[src/rtl/parity_pkg.sv]
// constants, register map and parity helpers for the parity control block
package parity_pkg;
	// ------------------------------------------------------------
	// register byte offsets
	// ------------------------------------------------------------
	localparam logic [7:0] OFS_CTRL = 8'h00;
	localparam logic [7:0] OFS_STATUS = 8'h04;
	localparam logic [7:0] OFS_DMA_DIAG = 8'h08;
	localparam logic [7:0] OFS_DMA_CFG = 8'h0C;
	localparam logic [7:0] OFS_SCSI_DIAG = 8'h10;
	// ------------------------------------------------------------
	// control register fields
	// ------------------------------------------------------------
	localparam int CTRL_GEN = 0;
	localparam int CTRL_CHECK = 1;
	localparam int CTRL_SCSI_EVEN = 2;
	localparam int CTRL_HOST_EVEN = 3;
	localparam int CTRL_ATN = 4;
	localparam int CTRL_IRQ = 5;
	localparam int CTRL_HALT = 6;
	localparam int CTRL_W = 7;
	localparam logic [6:0] CTRL_RST = 7'h00;
	// ------------------------------------------------------------
	// status register fields
	// ------------------------------------------------------------
	localparam int ST_ERR = 0;
	localparam int ST_LIVE = 1;
	localparam int ST_LATCHED = 2;
	localparam int ST_DMA_PAR = 3;
	localparam int ST_SCSI_PAR = 4;
	// ------------------------------------------------------------
	// dma fifo config and shape
	// ------------------------------------------------------------
	localparam int CFG_PAR = 2;
	localparam int DIAG_EMPTY = 9;
	localparam int LANES = 4;
	localparam int LANE_DEPTH = 16;
	localparam int ENTRY_W = 9;
	localparam int PTR_W = 4;
	localparam int CNT_W = 5;

	// parity bit that gives the byte the requested sense
	function automatic logic parity_of(input logic [7:0] b, input logic even);
		parity_of = (^b) ^ ~even;
	endfunction

	function automatic logic [7:0] lane_byte(input logic [31:0] w, input logic [1:0] i);
		lane_byte = w[i*8 +: 8];
	endfunction
endpackage

[src/rtl/fifo_lane_if.sv]
// push/pop port of one dma fifo byte lane
`timescale 1ns/1ps
interface fifo_lane_if;
	logic push;
	logic pop;
	logic [8:0] wdata;
	logic [8:0] rdata;
	logic full;
	logic empty;
	modport lane (input push, pop, wdata, output rdata, full, empty);
	modport user (output push, pop, wdata, input rdata, full, empty);
endinterface

[src/rtl/dma_fifo_lane.sv]
// one byte lane of the dma fifo: 16 entries of 9 bits
`timescale 1ns/1ps
module dma_fifo_lane (
	input wire logic clk,
	input wire logic rst_n,
	fifo_lane_if.lane bus
);
	typedef struct packed {
		logic [parity_pkg::LANE_DEPTH-1:0][parity_pkg::ENTRY_W-1:0] mem;
		logic [parity_pkg::PTR_W-1:0] wr;
		logic [parity_pkg::PTR_W-1:0] rd;
		logic [parity_pkg::CNT_W-1:0] cnt;
	} lane_s;

	lane_s st;
	lane_s next_st;
	logic do_push;
	logic do_pop;

	// ------------------------------------------------------------
	// storage
	// ------------------------------------------------------------
	assign bus.full = (st.cnt == parity_pkg::CNT_W'(parity_pkg::LANE_DEPTH));
	assign bus.empty = (st.cnt == '0);
	assign bus.rdata = st.mem[st.rd];
	assign do_push = bus.push & ~bus.full;
	assign do_pop = bus.pop & ~bus.empty;

	always_comb begin
		next_st = st;
		if (do_push) begin
			next_st.mem[st.wr] = bus.wdata;
			next_st.wr = st.wr + 1'b1;
		end
		if (do_pop) begin
			next_st.rd = st.rd + 1'b1;
		end
		if (do_push & ~do_pop) begin
			next_st.cnt = st.cnt + 1'b1;
		end else if (do_pop & ~do_push) begin
			next_st.cnt = st.cnt - 1'b1;
		end
	end

	always_ff @(posedge clk or negedge rst_n) begin
		if (!rst_n) begin
			st <= '0;
		end else begin
			st <= next_st;
		end
	end
endmodule

[src/rtl/scsi_host_parity_control.sv]
// parity generation, pass-through and checking between host bus and scsi bus
//
// Register access over APB and the placing of the registers were decided locally.
`timescale 1ns/1ps
// Behaviour
// - parity error flag sets on any scsi or host parity error
// - status shows the live scsi parity line level
// - status holds parity captured with the scsi input latch byte
// - dma fifo diagnostic pop shows the popped entry's parity bit
// - write-only bit supplies parity for diagnostic dma fifo writes
// - scsi fifo diagnostic pop shows that entry's parity bit
// - checking disabled: no checks, never a parity error
// - generation off: parity flows host to scsi and scsi to host
// - generation on: host lines 2-0 ignored, line 3 is abort_n, scsi parity generated
// - generation on: received scsi parity never driven onto host lines
// - scsi even setting picks even or odd parity for scsi sends
// - generation off: host even setting picks host parity sense
// - check, no generation: scsi received odd, host sends per host sense
// - check and generation: only received scsi data, always odd
// - dma fifo is four lanes of 16 nine-bit entries
// - each dma fifo lane reads back diagnostic writes in order
// - initiator with attention setting asserts attention on parity error
// - interrupt enable gates request; error flag sets regardless
// - target mode halt setting halts operation on parity error
module scsi_host_parity_control (
	input wire logic pclk,
	input wire logic presetn,
	input wire logic psel,
	input wire logic penable,
	input wire logic pwrite,
	input wire logic [7:0] paddr,
	input wire logic [31:0] pwdata,
	output logic [31:0] prdata,
	output logic pready,
	output logic pslverr,
	input wire logic [7:0] scsi_data_pins,
	input wire logic scsi_parity_line_in,
	output logic scsi_parity_line_out,
	output logic scsi_parity_line_oe,
	input wire logic [31:0] host_data_pins,
	input wire logic [3:0] host_parity_lines_in,
	output logic [3:0] host_parity_lines_out,
	output logic [3:0] host_parity_lines_oe,
	input wire logic send_active,
	input wire logic send_strobe,
	input wire logic [7:0] send_byte,
	input wire logic [1:0] send_lane,
	input wire logic recv_active,
	input wire logic recv_strobe,
	input wire logic [1:0] recv_lane,
	input wire logic host_word_valid,
	input wire logic [3:0] host_lane_en,
	input wire logic is_initiator,
	input wire logic is_target,
	input wire logic [8:0] scsi_fifo_rdata,
	input wire logic scsi_fifo_empty,
	output logic scsi_fifo_pop,
	output logic host_abort,
	output logic atn_assert,
	output logic halt_request,
	output logic parity_irq,
	output logic [7:0] latch_byte
);
	typedef struct packed {
		logic [7:0] sd1;
		logic [7:0] sd2;
		logic sp1;
		logic sp2;
		logic [31:0] hd1;
		logic [31:0] hd2;
		logic [3:0] hp1;
		logic [3:0] hp2;
		logic [6:0] ctrl;
		logic [1:0] lane_sel;
		logic dma_par_wr;
		logic err;
		logic [7:0] lbyte;
		logic lpar;
		logic dma_pop_par;
		logic scsi_pop_par;
		logic scsi_par_out;
		logic [3:0] host_par_out;
		logic abort;
		logic atn;
		logic halt;
		logic [31:0] rdata;
		logic slverr;
	} state_s;

	state_s st;
	state_s next_st;

	fifo_lane_if lane_bus[parity_pkg::LANES] ();
	logic [parity_pkg::LANES-1:0][8:0] lane_rdata;
	logic [parity_pkg::LANES-1:0] lane_full;
	logic [parity_pkg::LANES-1:0] lane_empty;
	logic [parity_pkg::LANES-1:0] lane_push;
	logic [parity_pkg::LANES-1:0] lane_pop;
	logic [8:0] lane_wdata;

	logic gen;
	logic chk;
	logic scsi_even;
	logic host_even;
	logic setup;
	logic wr_acc;
	logic rd_acc;
	logic scsi_err;
	logic host_err;
	logic err_event;
	logic [3:0] lane_bad;
	logic [8:0] head;
	logic hit_status;
	logic hit_dma_diag;
	logic hit_scsi_diag;

	// ------------------------------------------------------------
	// dma fifo lanes
	// ------------------------------------------------------------
	// each lane is a fifo of its own, so a diagnostic pass can test one byte lane alone
	for (genvar i = 0; i < parity_pkg::LANES; i++) begin : g_lane
		dma_fifo_lane u_lane (
			.clk(pclk),
			.rst_n(presetn),
			.bus(lane_bus[i])
		);
		assign lane_bus[i].push = lane_push[i];
		assign lane_bus[i].pop = lane_pop[i];
		assign lane_bus[i].wdata = lane_wdata;
		assign lane_rdata[i] = lane_bus[i].rdata;
		assign lane_full[i] = lane_bus[i].full;
		assign lane_empty[i] = lane_bus[i].empty;
	end

	// ------------------------------------------------------------
	// decode
	// ------------------------------------------------------------
	assign gen = st.ctrl[parity_pkg::CTRL_GEN];
	assign chk = st.ctrl[parity_pkg::CTRL_CHECK];
	assign scsi_even = st.ctrl[parity_pkg::CTRL_SCSI_EVEN];
	assign host_even = st.ctrl[parity_pkg::CTRL_HOST_EVEN];
	assign setup = psel & ~penable;
	assign wr_acc = psel & penable & pwrite;
	assign rd_acc = psel & penable & ~pwrite;
	assign head = lane_rdata[st.lane_sel];
	assign lane_wdata = {st.dma_par_wr, pwdata[7:0]};
	// address hits shared by the push, pop and clear paths
	assign hit_status = (paddr == parity_pkg::OFS_STATUS);
	assign hit_dma_diag = (paddr == parity_pkg::OFS_DMA_DIAG);
	assign hit_scsi_diag = (paddr == parity_pkg::OFS_SCSI_DIAG);

	// pops land at the access edge, after the head was captured at setup
	always_comb begin
		lane_push = '0;
		lane_pop = '0;
		if (wr_acc && hit_dma_diag) begin
			lane_push[st.lane_sel] = 1'b1;
		end
		if (rd_acc && hit_dma_diag) begin
			lane_pop[st.lane_sel] = 1'b1;
		end
	end

	// ------------------------------------------------------------
	// parity checks
	// ------------------------------------------------------------
	always_comb begin
		lane_bad = '0;
		for (int i = 0; i < parity_pkg::LANES; i++) begin
			lane_bad[i] = host_lane_en[i] & (st.hp2[i] !=
				parity_pkg::parity_of(parity_pkg::lane_byte(st.hd2, 2'(i)), host_even));
		end
	end

	// received scsi data is always checked for odd parity
	assign scsi_err = chk & recv_strobe &
		(st.sp2 != parity_pkg::parity_of(st.sd2, 1'b0));
	// host data is checked only while parity flows through
	assign host_err = chk & ~gen & host_word_valid & (|lane_bad);
	assign err_event = scsi_err | host_err;

	// ------------------------------------------------------------
	// next state
	// ------------------------------------------------------------
	always_comb begin
		next_st = st;
		// two-flop synchronisers on the scsi and host data and parity pins; only the second stage feeds logic
		next_st.sd1 = scsi_data_pins;
		next_st.sd2 = st.sd1;
		next_st.sp1 = scsi_parity_line_in;
		next_st.sp2 = st.sp1;
		next_st.hd1 = host_data_pins;
		next_st.hd2 = st.hd1;
		next_st.hp1 = host_parity_lines_in;
		next_st.hp2 = st.hp1;

		if (recv_strobe) begin
			next_st.lbyte = st.sd2;
			next_st.lpar = st.sp2;
			// scsi parity is odd, so a host set to even sees it inverted
			next_st.host_par_out[recv_lane] = st.sp2 ^ host_even;
		end

		// flow-through re-encodes the host bit into the scsi sense;
		// with equal senses the bit passes unchanged
		if (send_strobe) begin
			if (gen) begin
				next_st.scsi_par_out = parity_pkg::parity_of(send_byte, scsi_even);
			end else begin
				next_st.scsi_par_out = st.hp2[send_lane] ^ host_even ^ scsi_even;
			end
		end

		next_st.abort = gen & ~st.hp2[3];
		next_st.halt = err_event & is_target & st.ctrl[parity_pkg::CTRL_HALT];

		if (wr_acc) begin
			case (paddr)
				parity_pkg::OFS_CTRL: begin
					next_st.ctrl = pwdata[parity_pkg::CTRL_W-1:0];
				end
				parity_pkg::OFS_DMA_CFG: begin
					next_st.lane_sel = pwdata[1:0];
					next_st.dma_par_wr = pwdata[parity_pkg::CFG_PAR];
				end
				default: begin
				end
			endcase
		end

		// write one clears; a new error in the same cycle wins
		if (wr_acc && hit_status && pwdata[parity_pkg::ST_ERR]) begin
			next_st.err = 1'b0;
		end
		if (err_event) begin
			next_st.err = 1'b1;
		end
		next_st.atn = next_st.err & is_initiator & st.ctrl[parity_pkg::CTRL_ATN];

		if (rd_acc && hit_dma_diag && !lane_empty[st.lane_sel]) begin
			next_st.dma_pop_par = head[8];
		end
		if (rd_acc && hit_scsi_diag && !scsi_fifo_empty) begin
			next_st.scsi_pop_par = scsi_fifo_rdata[8];
		end

		// read data and error are prepared in the setup phase
		if (setup) begin
			next_st.rdata = '0;
			next_st.slverr = 1'b0;
			case (paddr)
				parity_pkg::OFS_CTRL: begin
					next_st.rdata[parity_pkg::CTRL_W-1:0] = st.ctrl;
				end
				parity_pkg::OFS_STATUS: begin
					next_st.rdata[parity_pkg::ST_ERR] = st.err;
					next_st.rdata[parity_pkg::ST_LIVE] = st.sp2;
					next_st.rdata[parity_pkg::ST_LATCHED] = st.lpar;
					next_st.rdata[parity_pkg::ST_DMA_PAR] = st.dma_pop_par;
					next_st.rdata[parity_pkg::ST_SCSI_PAR] = st.scsi_pop_par;
				end
				parity_pkg::OFS_DMA_DIAG: begin
					next_st.rdata[7:0] = lane_empty[st.lane_sel] ? 8'h00 : head[7:0];
					next_st.rdata[parity_pkg::DIAG_EMPTY] = lane_empty[st.lane_sel];
					next_st.rdata[parity_pkg::DIAG_EMPTY+1] = lane_full[st.lane_sel];
				end
				parity_pkg::OFS_DMA_CFG: begin
					// parity bit is write-only
					next_st.rdata[1:0] = st.lane_sel;
				end
				parity_pkg::OFS_SCSI_DIAG: begin
					next_st.rdata[7:0] = scsi_fifo_empty ? 8'h00 : scsi_fifo_rdata[7:0];
					next_st.rdata[parity_pkg::DIAG_EMPTY] = scsi_fifo_empty;
				end
				default: begin
					next_st.slverr = 1'b1;
				end
			endcase
		end
	end

	always_ff @(posedge pclk or negedge presetn) begin
		if (!presetn) begin
			st <= '0;
			st.ctrl <= parity_pkg::CTRL_RST;
		end else begin
			st <= next_st;
		end
	end

	// ------------------------------------------------------------
	// outputs
	// ------------------------------------------------------------
	assign prdata = st.rdata;
	assign pready = 1'b1;
	assign pslverr = st.slverr;
	assign scsi_fifo_pop = rd_acc & hit_scsi_diag & ~scsi_fifo_empty;
	assign scsi_parity_line_out = st.scsi_par_out;
	assign scsi_parity_line_oe = send_active;
	assign host_parity_lines_out = st.host_par_out;
	// received parity stays internal while generation is on
	assign host_parity_lines_oe = {4{recv_active & ~gen}};
	assign host_abort = st.abort;
	assign atn_assert = st.atn;
	assign halt_request = st.halt;
	assign parity_irq = st.err & st.ctrl[parity_pkg::CTRL_IRQ];
	assign latch_byte = st.lbyte;
endmodule

[config.mk]
export PLATFORM = sky130hd
export DESIGN_NAME = scsi_host_parity_control
export DESIGN_NICKNAME = d
export VERILOG_FILES = /design/src/rtl/parity_pkg.sv /design/src/rtl/fifo_lane_if.sv /design/src/rtl/dma_fifo_lane.sv /design/src/rtl/scsi_host_parity_control.sv
export SDC_FILE = /design/constraint.sdc
export NUM_CORES = 1
export LEC_CHECK = 0
export BUFFER_PORTS_ARGS = -buffer_cell sky130_fd_sc_hd__buf_2
export CAP_MARGIN = 10
export CORE_MARGIN = 2
export CORE_UTILIZATION = 35
export DETAILED_ROUTE_END_ITERATION = 8
export HOLD_SLACK_MARGIN = 0.15
export PLACE_DENSITY = 0.63
export REMOVE_ABC_BUFFERS = 1
export SYNTH_ARGS = -nofsm -noshare
export SYNTH_HDL_FRONTEND = slang
export SYNTH_SLANG_ARGS = --single-unit
[constraint.sdc]
create_clock -name pclk -period 2.8 [get_ports pclk]
set_input_delay 0.56 -clock pclk [delete_from_list [all_inputs] [get_ports pclk]]
set_output_delay 0.56 -clock pclk [all_outputs]
set_load 0.01 [all_outputs]
==> results of run 1 <==
cells in the mapped netlist (all sizes together) (22+ instances only):
cell    instances
xor2           22
a21oi          27
ha             36
nand4          23
o21ai          28
mux4          137
xnor2          66
nand3          49
buf            98
nor2           29
nand2          94
clkbuf        105
inv            22
mux2i          72
dfrtp         759
mux2          609
worst max path at each step:
stage,startpoint,slack (ns),cells after the start,end
floorplan,paddr[5],-0.69,12,g_lane[3].u_lane.st[4]
global placement,paddr[5],-0.83,14,g_lane[1].u_lane.st[4]
detailed placement,paddr[5],-0.85,14,g_lane[1].u_lane.st[4]
CTS,paddr[5],-0.02,13,g_lane[3].u_lane.st[4]
global route,paddr[5],-0.06,14,g_lane[3].u_lane.st[3]
finish,paddr[5],0.02,13,g_lane[0].u_lane.st[4]
cells in the final DEF (no fill, tap or decap), types with 28 or more instances in the layout:
master,n
buf_12,31
buf_2,129
buf_4,139
clkbuf_16,83
dfrtp_1,752
dlygate4sd3_1,48
ha_1,31
mux2_2,590
mux2i_1,72
mux4_2,137
nand2_1,62
nand2_2,32
nor2_1,28
xnor2_1,66
cells by family (layout without fill, tap and decap cells):
logic type	after synthesis	in the layout	synth area share
compound gates	119	119	0.0224
xor+xnor	93	93	0.0255
fa+ha+maj	40	40	0.0153
buf+inv	225	524	0.0320
flops	759	759	0.548
mux	818	818	0.308
other cells	2	23	0.000216
simple gates	274	274	0.0489
layer usage:
metal / GRT usage / up-vias / part of all wire
met5: 0 / - / 0.00041
met3: 0.0327 / 141 / 0.056
met1: 0.227 / 10700 / 0.44
li1: - / 8951 / -
met4: 0.0585 / 6 / 0.030
met2: 0.273 / 535 / 0.47
worst register-to-register path, delay by kind of cell (launching register included):
kind / cells / cell delay, ns
AOI/OAI and AO/OA: 3 / 0.54
xor gates and xnor gates: 2 / 0.29
adders and majority gates: 2 / 0.49
DFF: 1 / 0.39
and+or+nand+nor: 3 / 0.72
buffers and inverters: 2 / 0.12
what timing repair did:
action,4_1_cts,5_1_grt
resized for setup,12,34
setup endpoints to repair,5,10
hold endpoints to repair,92,0
buffers inserted,0,2
hold buffers,48,0
pin swaps,2,17
flip-flops by register name, indices dropped and copies added, names as in the netlist:
name and count:
atn_assert 1, chk 1, g_lane.u_lane.st 628, gen 1
halt_request 1, host_abort 1, host_even 1, host_parity_lines_out 4
lane_bus.wdata 1, latch_byte 8, next_st 45, prdata 10
pslverr 1, scsi_even 1, scsi_parity_line_out 1, st 54
final cells by class:
type,instances,share of cell area
clock inverters,37,0.0139
inverters,22,0.00206
multi-input cells,1367,0.359
well taps,1287,0.0390
repair buffers,349,0.0682
flip-flops and latches,759,0.460
clock buffers,116,0.0577
through the flow:
| step | utilization | setup slack, ns | cells | setup TNS (ns) | hold slack (ns) |
|---|---|---|---|---|---|
| 3_5_place_dp | 0.383 | -0.847 | 3734 | -200.86 | 0.335 |
| 3_3_place_gp | 0.383 | -0.828 | 3734 | -195.90 | 0.332 |
| 5_1_grt | 0.420 | -0.0592 | 3937 | -0.119 | 0.193 |
| 4_1_cts | 0.419 | -0.0232 | 3935 | -0.0639 | 0.170 |
| 2_1_floorplan | - | -0.691 | 2148 | -9.24 | 0.264 |
| 6_report | 0.420 | 0.0218 | 3937 | 0 | 0.192 |
where the power goes:
group	leakage (nW)	total, mW	internal [mW]	switching, mW
logic	7.86	0.966	0.360	0.606
clock network	1.46	11.7	7.10	4.55
registers	10.3	11.1	11.1	0.0634
total	19.6	23.8	18.5	5.22
==> metrics.cfg, run 1 <==
[status]
outcome = finished clean

[critical_path]
slowest_stage = or4_4
crit_chain = buf_2 -> or4_4 -> or3_4 -> nor4_4 -> inv_1 -> ha_4 -> inv_2 -> ha_1 -> a21o_1 -> a21oi_2 -> xnor2_1 -> nor2_1 -> xor2_1
critical_path_buf_inv_count = 3
ff2ff_setup_slack_ns = 0.13
rr_startpoint = g_lane[1].u_lane.st[1]
required_ns = 3.32
rr_worst_depth = 12
cp-end-kind = flip-flop
cpLargestDelayFamily = simple AND/OR/NAND/NOR gates
r2r_end = g_lane[1].u_lane.st[4]
startpoint_type = input port
crit_arrival_ns = 3.30
cp_max_fo = 4
crit_type = input port to flip-flop
slowest_delay_ns = 0.53

[sta]
clock.fmax_mhz = 360
relSlewSlack = 0.445
timing.final.crit_share = 0.992
hold_violations = 0
finalMaxSlewViolations = 0
setup_viol = 0
clock_skew_ns = 0.0277
period_needed_ns = 2.78
worst_pin_slew_ns = 0.832

[synthesis]
synth-seq-area-share = 0.548
synthCells = 2330
synth_edf_count = 0
synth.avg_cell_area_um2 = 14.9
synthArstFlopShare = 1.00
yosysWarnings = 0
yosysTopAreaCell = dfrtp_1
netlist_area_um2 = 34700
ys_ff_latch = 759
ys.flop_type = dfrtp_1
synth_cell_type_count = 65
synthTopCellsByArea = dfrtp_1 (55%), mux2_2 (19%), mux4_2 (8.9%)
synth_top_area_frac = 0.548

[drt]
num_vias = 20300
wl_um = 85200
drtIter0Drc = 1380
first_pass_iters = 5
wl_per_cell_um = 21.6
drtAntennaViolNets = 0
remaining_drc_errors = 0
viasPerCell = 5.16

[floorplanning]
dieWidth_um = 319
fp.dieArea_um2 = 102000
initial_utilization = 0.353
die_y_um = 319
num_rows = 115
core_um2 = 98300
ios = 180

[clocking]
clkLatencyLatePin_ns = 0.65
cts_sinks = 759
ctsRootBufferMaster = clkbuf_16
cts.path.max_buffers = 3
cts_tree = yes
htreeDepth = 3
cts_made_buffers = 83
clk_pin_slew_ns = 0.06

[placed_design]
port_buffers = 130
gp_congestion = 0.874
dpl.hpwl_um = 58000
post_dp_cell_area_um2 = 37700

[global_route]
antenna_found_initial = 3
grt_first_pass_wirelength_um = 133000
grt_pass1_vias = 22000
grt_usage = 0.169
gr-total-overflow = 0
grt_max_degree = 77

[min_path]
holdPathEnd = atn_assert
hold_class = input port to flip-flop
min_path_cells = 3
holdCritStartpoint = is_initiator

[final_layout]
layout-drive-gt1-share = 0.487
multi_input_area_um2 = 14800
area_growth_pct = 19.1
num_antenna_cells = 0
fillers = 8692
nets = 2745
design_area_um2 = 41300
ff_latch_area_um2 = 19000

[power_and_ir_drop]
p_per_area_nw_per_um2 = 575
leakagePower_nw = 19.6
irDropWorstVdd_v = 0.000403
total_power_mw = 23.8

[flow_run]
max-cap-violations = 0

(Power assumes the default switching activity.)
==> run 2, diff against run 1 <==
PLACE_DENSITY = 0.62   (was 0.63)
clock period = 2.67 ns   (was 2.8 ns; I/O delays follow)
==> metrics.cfg, run 2 (same netlist as run 1, synthesis figures left out) <==
[sta]
worst_pin_slew_ns = 0.716  ; was 0.832 ns
tns_ns = -0.0633  ; was 0 ns
clock_skew_ns = 0.0235  ; was 0.0277 ns
setup_ws_ns = -0.0570  ; was 0.0218 ns
rsz0062_at_grt = true
clock.fmax_mhz = 367
finalMaxSlewViolations = 0  ; unchanged
timing.final.crit_share = 1.02
setup_viol = 2  ; was 0
period_needed_ns = 2.73
relSlewSlack = 0.523  ; was 0.445
hold_violations = 0  ; unchanged

[clocking]
ctsRootBufferMaster = clkbuf_16  ; unchanged
clkLatencyLatePin_ns = 0.64  ; was 0.65 ns
clk_pin_slew_ns = 0.06  ; about the same
cts.path.max_buffers = 3  ; unchanged
htreeDepth = 3  ; unchanged
cts_tree = yes  ; unchanged
cts_sinks = 759  ; unchanged
cts_made_buffers = 85  ; was 83

[critical_path]
rr_worst_depth = 12  ; unchanged
crit_chain = buf_6 -> or4_4 -> buf_6 -> nor4_4 -> buf_4 -> buf_6 -> and3_4 -> ha_4 -> inv_4 -> fa_2 -> a21o_1 -> a21oi_2 -> xnor2_1 -> nor2_1 -> xor2_1  ; was buf_2 -> or4_4 -> or3_4 -> nor4_4 -> inv_1 -> ha_4 -> inv_2 -> ha_1 -> a21o_1 -> a21oi_2 -> xnor2_1 -> nor2_1 -> xor2_1
slowest_delay_ns = 0.54  ; was 0.53 ns
critical_path_buf_inv_count = 5  ; was 3
required_ns = 3.18  ; was 3.32 ns
cpLargestDelayFamily = simple AND/OR/NAND/NOR gates  ; unchanged
crit_type = input port to flip-flop  ; unchanged
r2r_end = g_lane[1].u_lane.st[4]  ; unchanged
startpoint_type = input port  ; unchanged
cp-end-kind = flip-flop  ; unchanged
cp_max_fo = 4  ; unchanged
timing.critical_path.mode_cell = buf_6
slowest_stage = or4_4  ; unchanged
ff2ff_setup_slack_ns = -0.02  ; was 0.13 ns
crit_arrival_ns = 3.24  ; was 3.30 ns
rr_startpoint = g_lane[1].u_lane.st[1]  ; unchanged

[drt]
drtAntennaViolNets = 0  ; unchanged
wl_um = 87900  ; was 85,200 um
first_pass_iters = 5  ; unchanged
remaining_drc_errors = 0  ; unchanged
wl_per_cell_um = 22.0  ; was 21.6 um
num_vias = 20600  ; was 20.3k
viasPerCell = 5.14  ; was 5.16
drtIter0Drc = 1265  ; was 1,380

[placed_design]
post_dp_cell_area_um2 = 38200  ; was 37,700 um^2
pre_cts_ws_ns = -0.928  ; was -0.847 ns
dpl.hpwl_um = 59600  ; was 58,000 um
port_buffers = 130  ; unchanged
gp_congestion = 0.857  ; was 0.874

[final_layout]
largest_reg_flops = 628  ; unchanged
num_antenna_cells = 0  ; unchanged
multi_input_area_um2 = 15000  ; was 14,800 um^2
regMostFlops = g_lane.u_lane.st  ; unchanged
final_cell_mix = dfrtp_1 (752), mux2_2 (590), buf_4 (189), mux4_2 (137), buf_2 (127)  ; was dfrtp_1 (752), mux2_2 (590), buf_4 (139), mux4_2 (137), buf_2 (129)
final_common_cell = dfrtp_1  ; unchanged
ff_latch_area_um2 = 19000  ; unchanged
layout-drive-gt1-share = 0.501  ; was 0.487
design_area_um2 = 41800  ; was 41,300 um^2
area_growth_pct = 20.6  ; was 19.1%
fillers = 8715  ; was 8,692
nets = 2814  ; was 2,745

[floorplanning]
ios = 180  ; unchanged
fp.dieArea_um2 = 102000  ; unchanged
num_rows = 115  ; unchanged
die_y_um = 319  ; unchanged
core_um2 = 98300  ; unchanged
dieWidth_um = 319  ; unchanged
initial_utilization = 0.353  ; unchanged

[global_route]
met2_usage = 0.290  ; was 0.273
met3_usage = 0.0243  ; was 0.0327
grt_max_degree = 93  ; was 77
grt_pass1_vias = 22800  ; was 22.0k
global_route.usage.met1 = 0.237  ; was 0.227
grt_first_pass_wirelength_um = 138000  ; was 133,000 um
gr-total-overflow = 0  ; unchanged
top_usage_layer = met2  ; unchanged
antenna_found_initial = 1  ; was 3
grt_usage = 0.175  ; was 0.169

[power_and_ir_drop]
total_power_mw = 24.1  ; was 23.8 mW
irDropWorstVdd_v = 0.000442  ; was 0.000403 V
leakagePower_nw = 19.9  ; was 19.6 nW
p_per_area_nw_per_um2 = 577  ; was 575 nW/um^2

[status]
outcome = finished, violations left  ; was finished clean
violations = setup timing

[min_path]
holdPathEnd = halt_request  ; was atn_assert
hold_class = input port to flip-flop  ; unchanged
holdCritStartpoint = is_target  ; was is_initiator
min_path_cells = 3  ; unchanged

[flow_run]
max-cap-violations = 0  ; unchanged

[run 2: what timing repair did]
item | in CTS | in global routing
pin swaps | 21 | 34
hold endpoints to repair | 92 | 0
setup endpoints to repair | 12 | 202
setup buffers | 9 | 5
hold buffers | 49 | 0
resized for setup | 46 | 34
[run 2: worst register-to-register path: stages (launching register included)]
cell and delay, ns:
dfrtp_1 0.38, or4_4 0.57, o21ai_4 0.20, nor3_4 0.06, inv_2 0.06, ha_4 0.14, inv_4 0.05, fa_2 0.36
a21o_1 0.20, a21oi_2 0.16, xnor2_1 0.13, nor2_1 0.08, xor2_1 0.17
[run 2: per-layer routing]
metal  part of all wire  up-vias
li1                   -     9061
met1               0.45    10900
met2               0.48      436
met3              0.040      139
met4              0.025        0
met5                  0        -
[run 2: layout make-up]
class / count / area share
inverters: 22 / 0.00215
clock inverters: 24 / 0.00547
multi-input cells: 1367 / 0.358
clock buffers: 126 / 0.0589
repair buffers: 416 / 0.0829
flip-flops and latches: 759 / 0.454
well taps: 1287 / 0.0385
[run 2: worst max-delay path by stage]
stage / end / slack, ns / cells past startpoint / start
6_report: g_lane[1].u_lane.st[4] / -0.06 / 15 / paddr[6]
5_1_grt: g_lane[1].u_lane.st[4] / -0.11 / 15 / paddr[6]
4_1_cts: g_lane[1].u_lane.st[4] / -0.009 / 15 / paddr[5]
3_5_place_dp: g_lane[2].u_lane.st[4] / -0.93 / 14 / paddr[4]
3_3_place_gp: g_lane[1].u_lane.st[4] / -0.87 / 14 / paddr[4]
2_1_floorplan: g_lane[3].u_lane.st[4] / -0.79 / 12 / paddr[5]
[run 2: through the flow]
stage               std cells  hold slack, ns   util
floorplan                2148           0.238      -
global placement         3788           0.333  0.389
detailed placement       3788           0.335  0.389
CTS                      3996           0.161  0.423
global route             4001           0.173  0.426
finish                   4001           0.184  0.426
[run 2: where the power goes]
| part | internal, mW | leakage, nW | total (mW) | switching [mW] |
|---|---|---|---|---|
| logic | 0.410 | 8.25 | 1.06 | 0.654 |
| registers | 11.6 | 10.3 | 11.7 | 0.0618 |
| clock network | 6.67 | 1.32 | 11.4 | 4.70 |
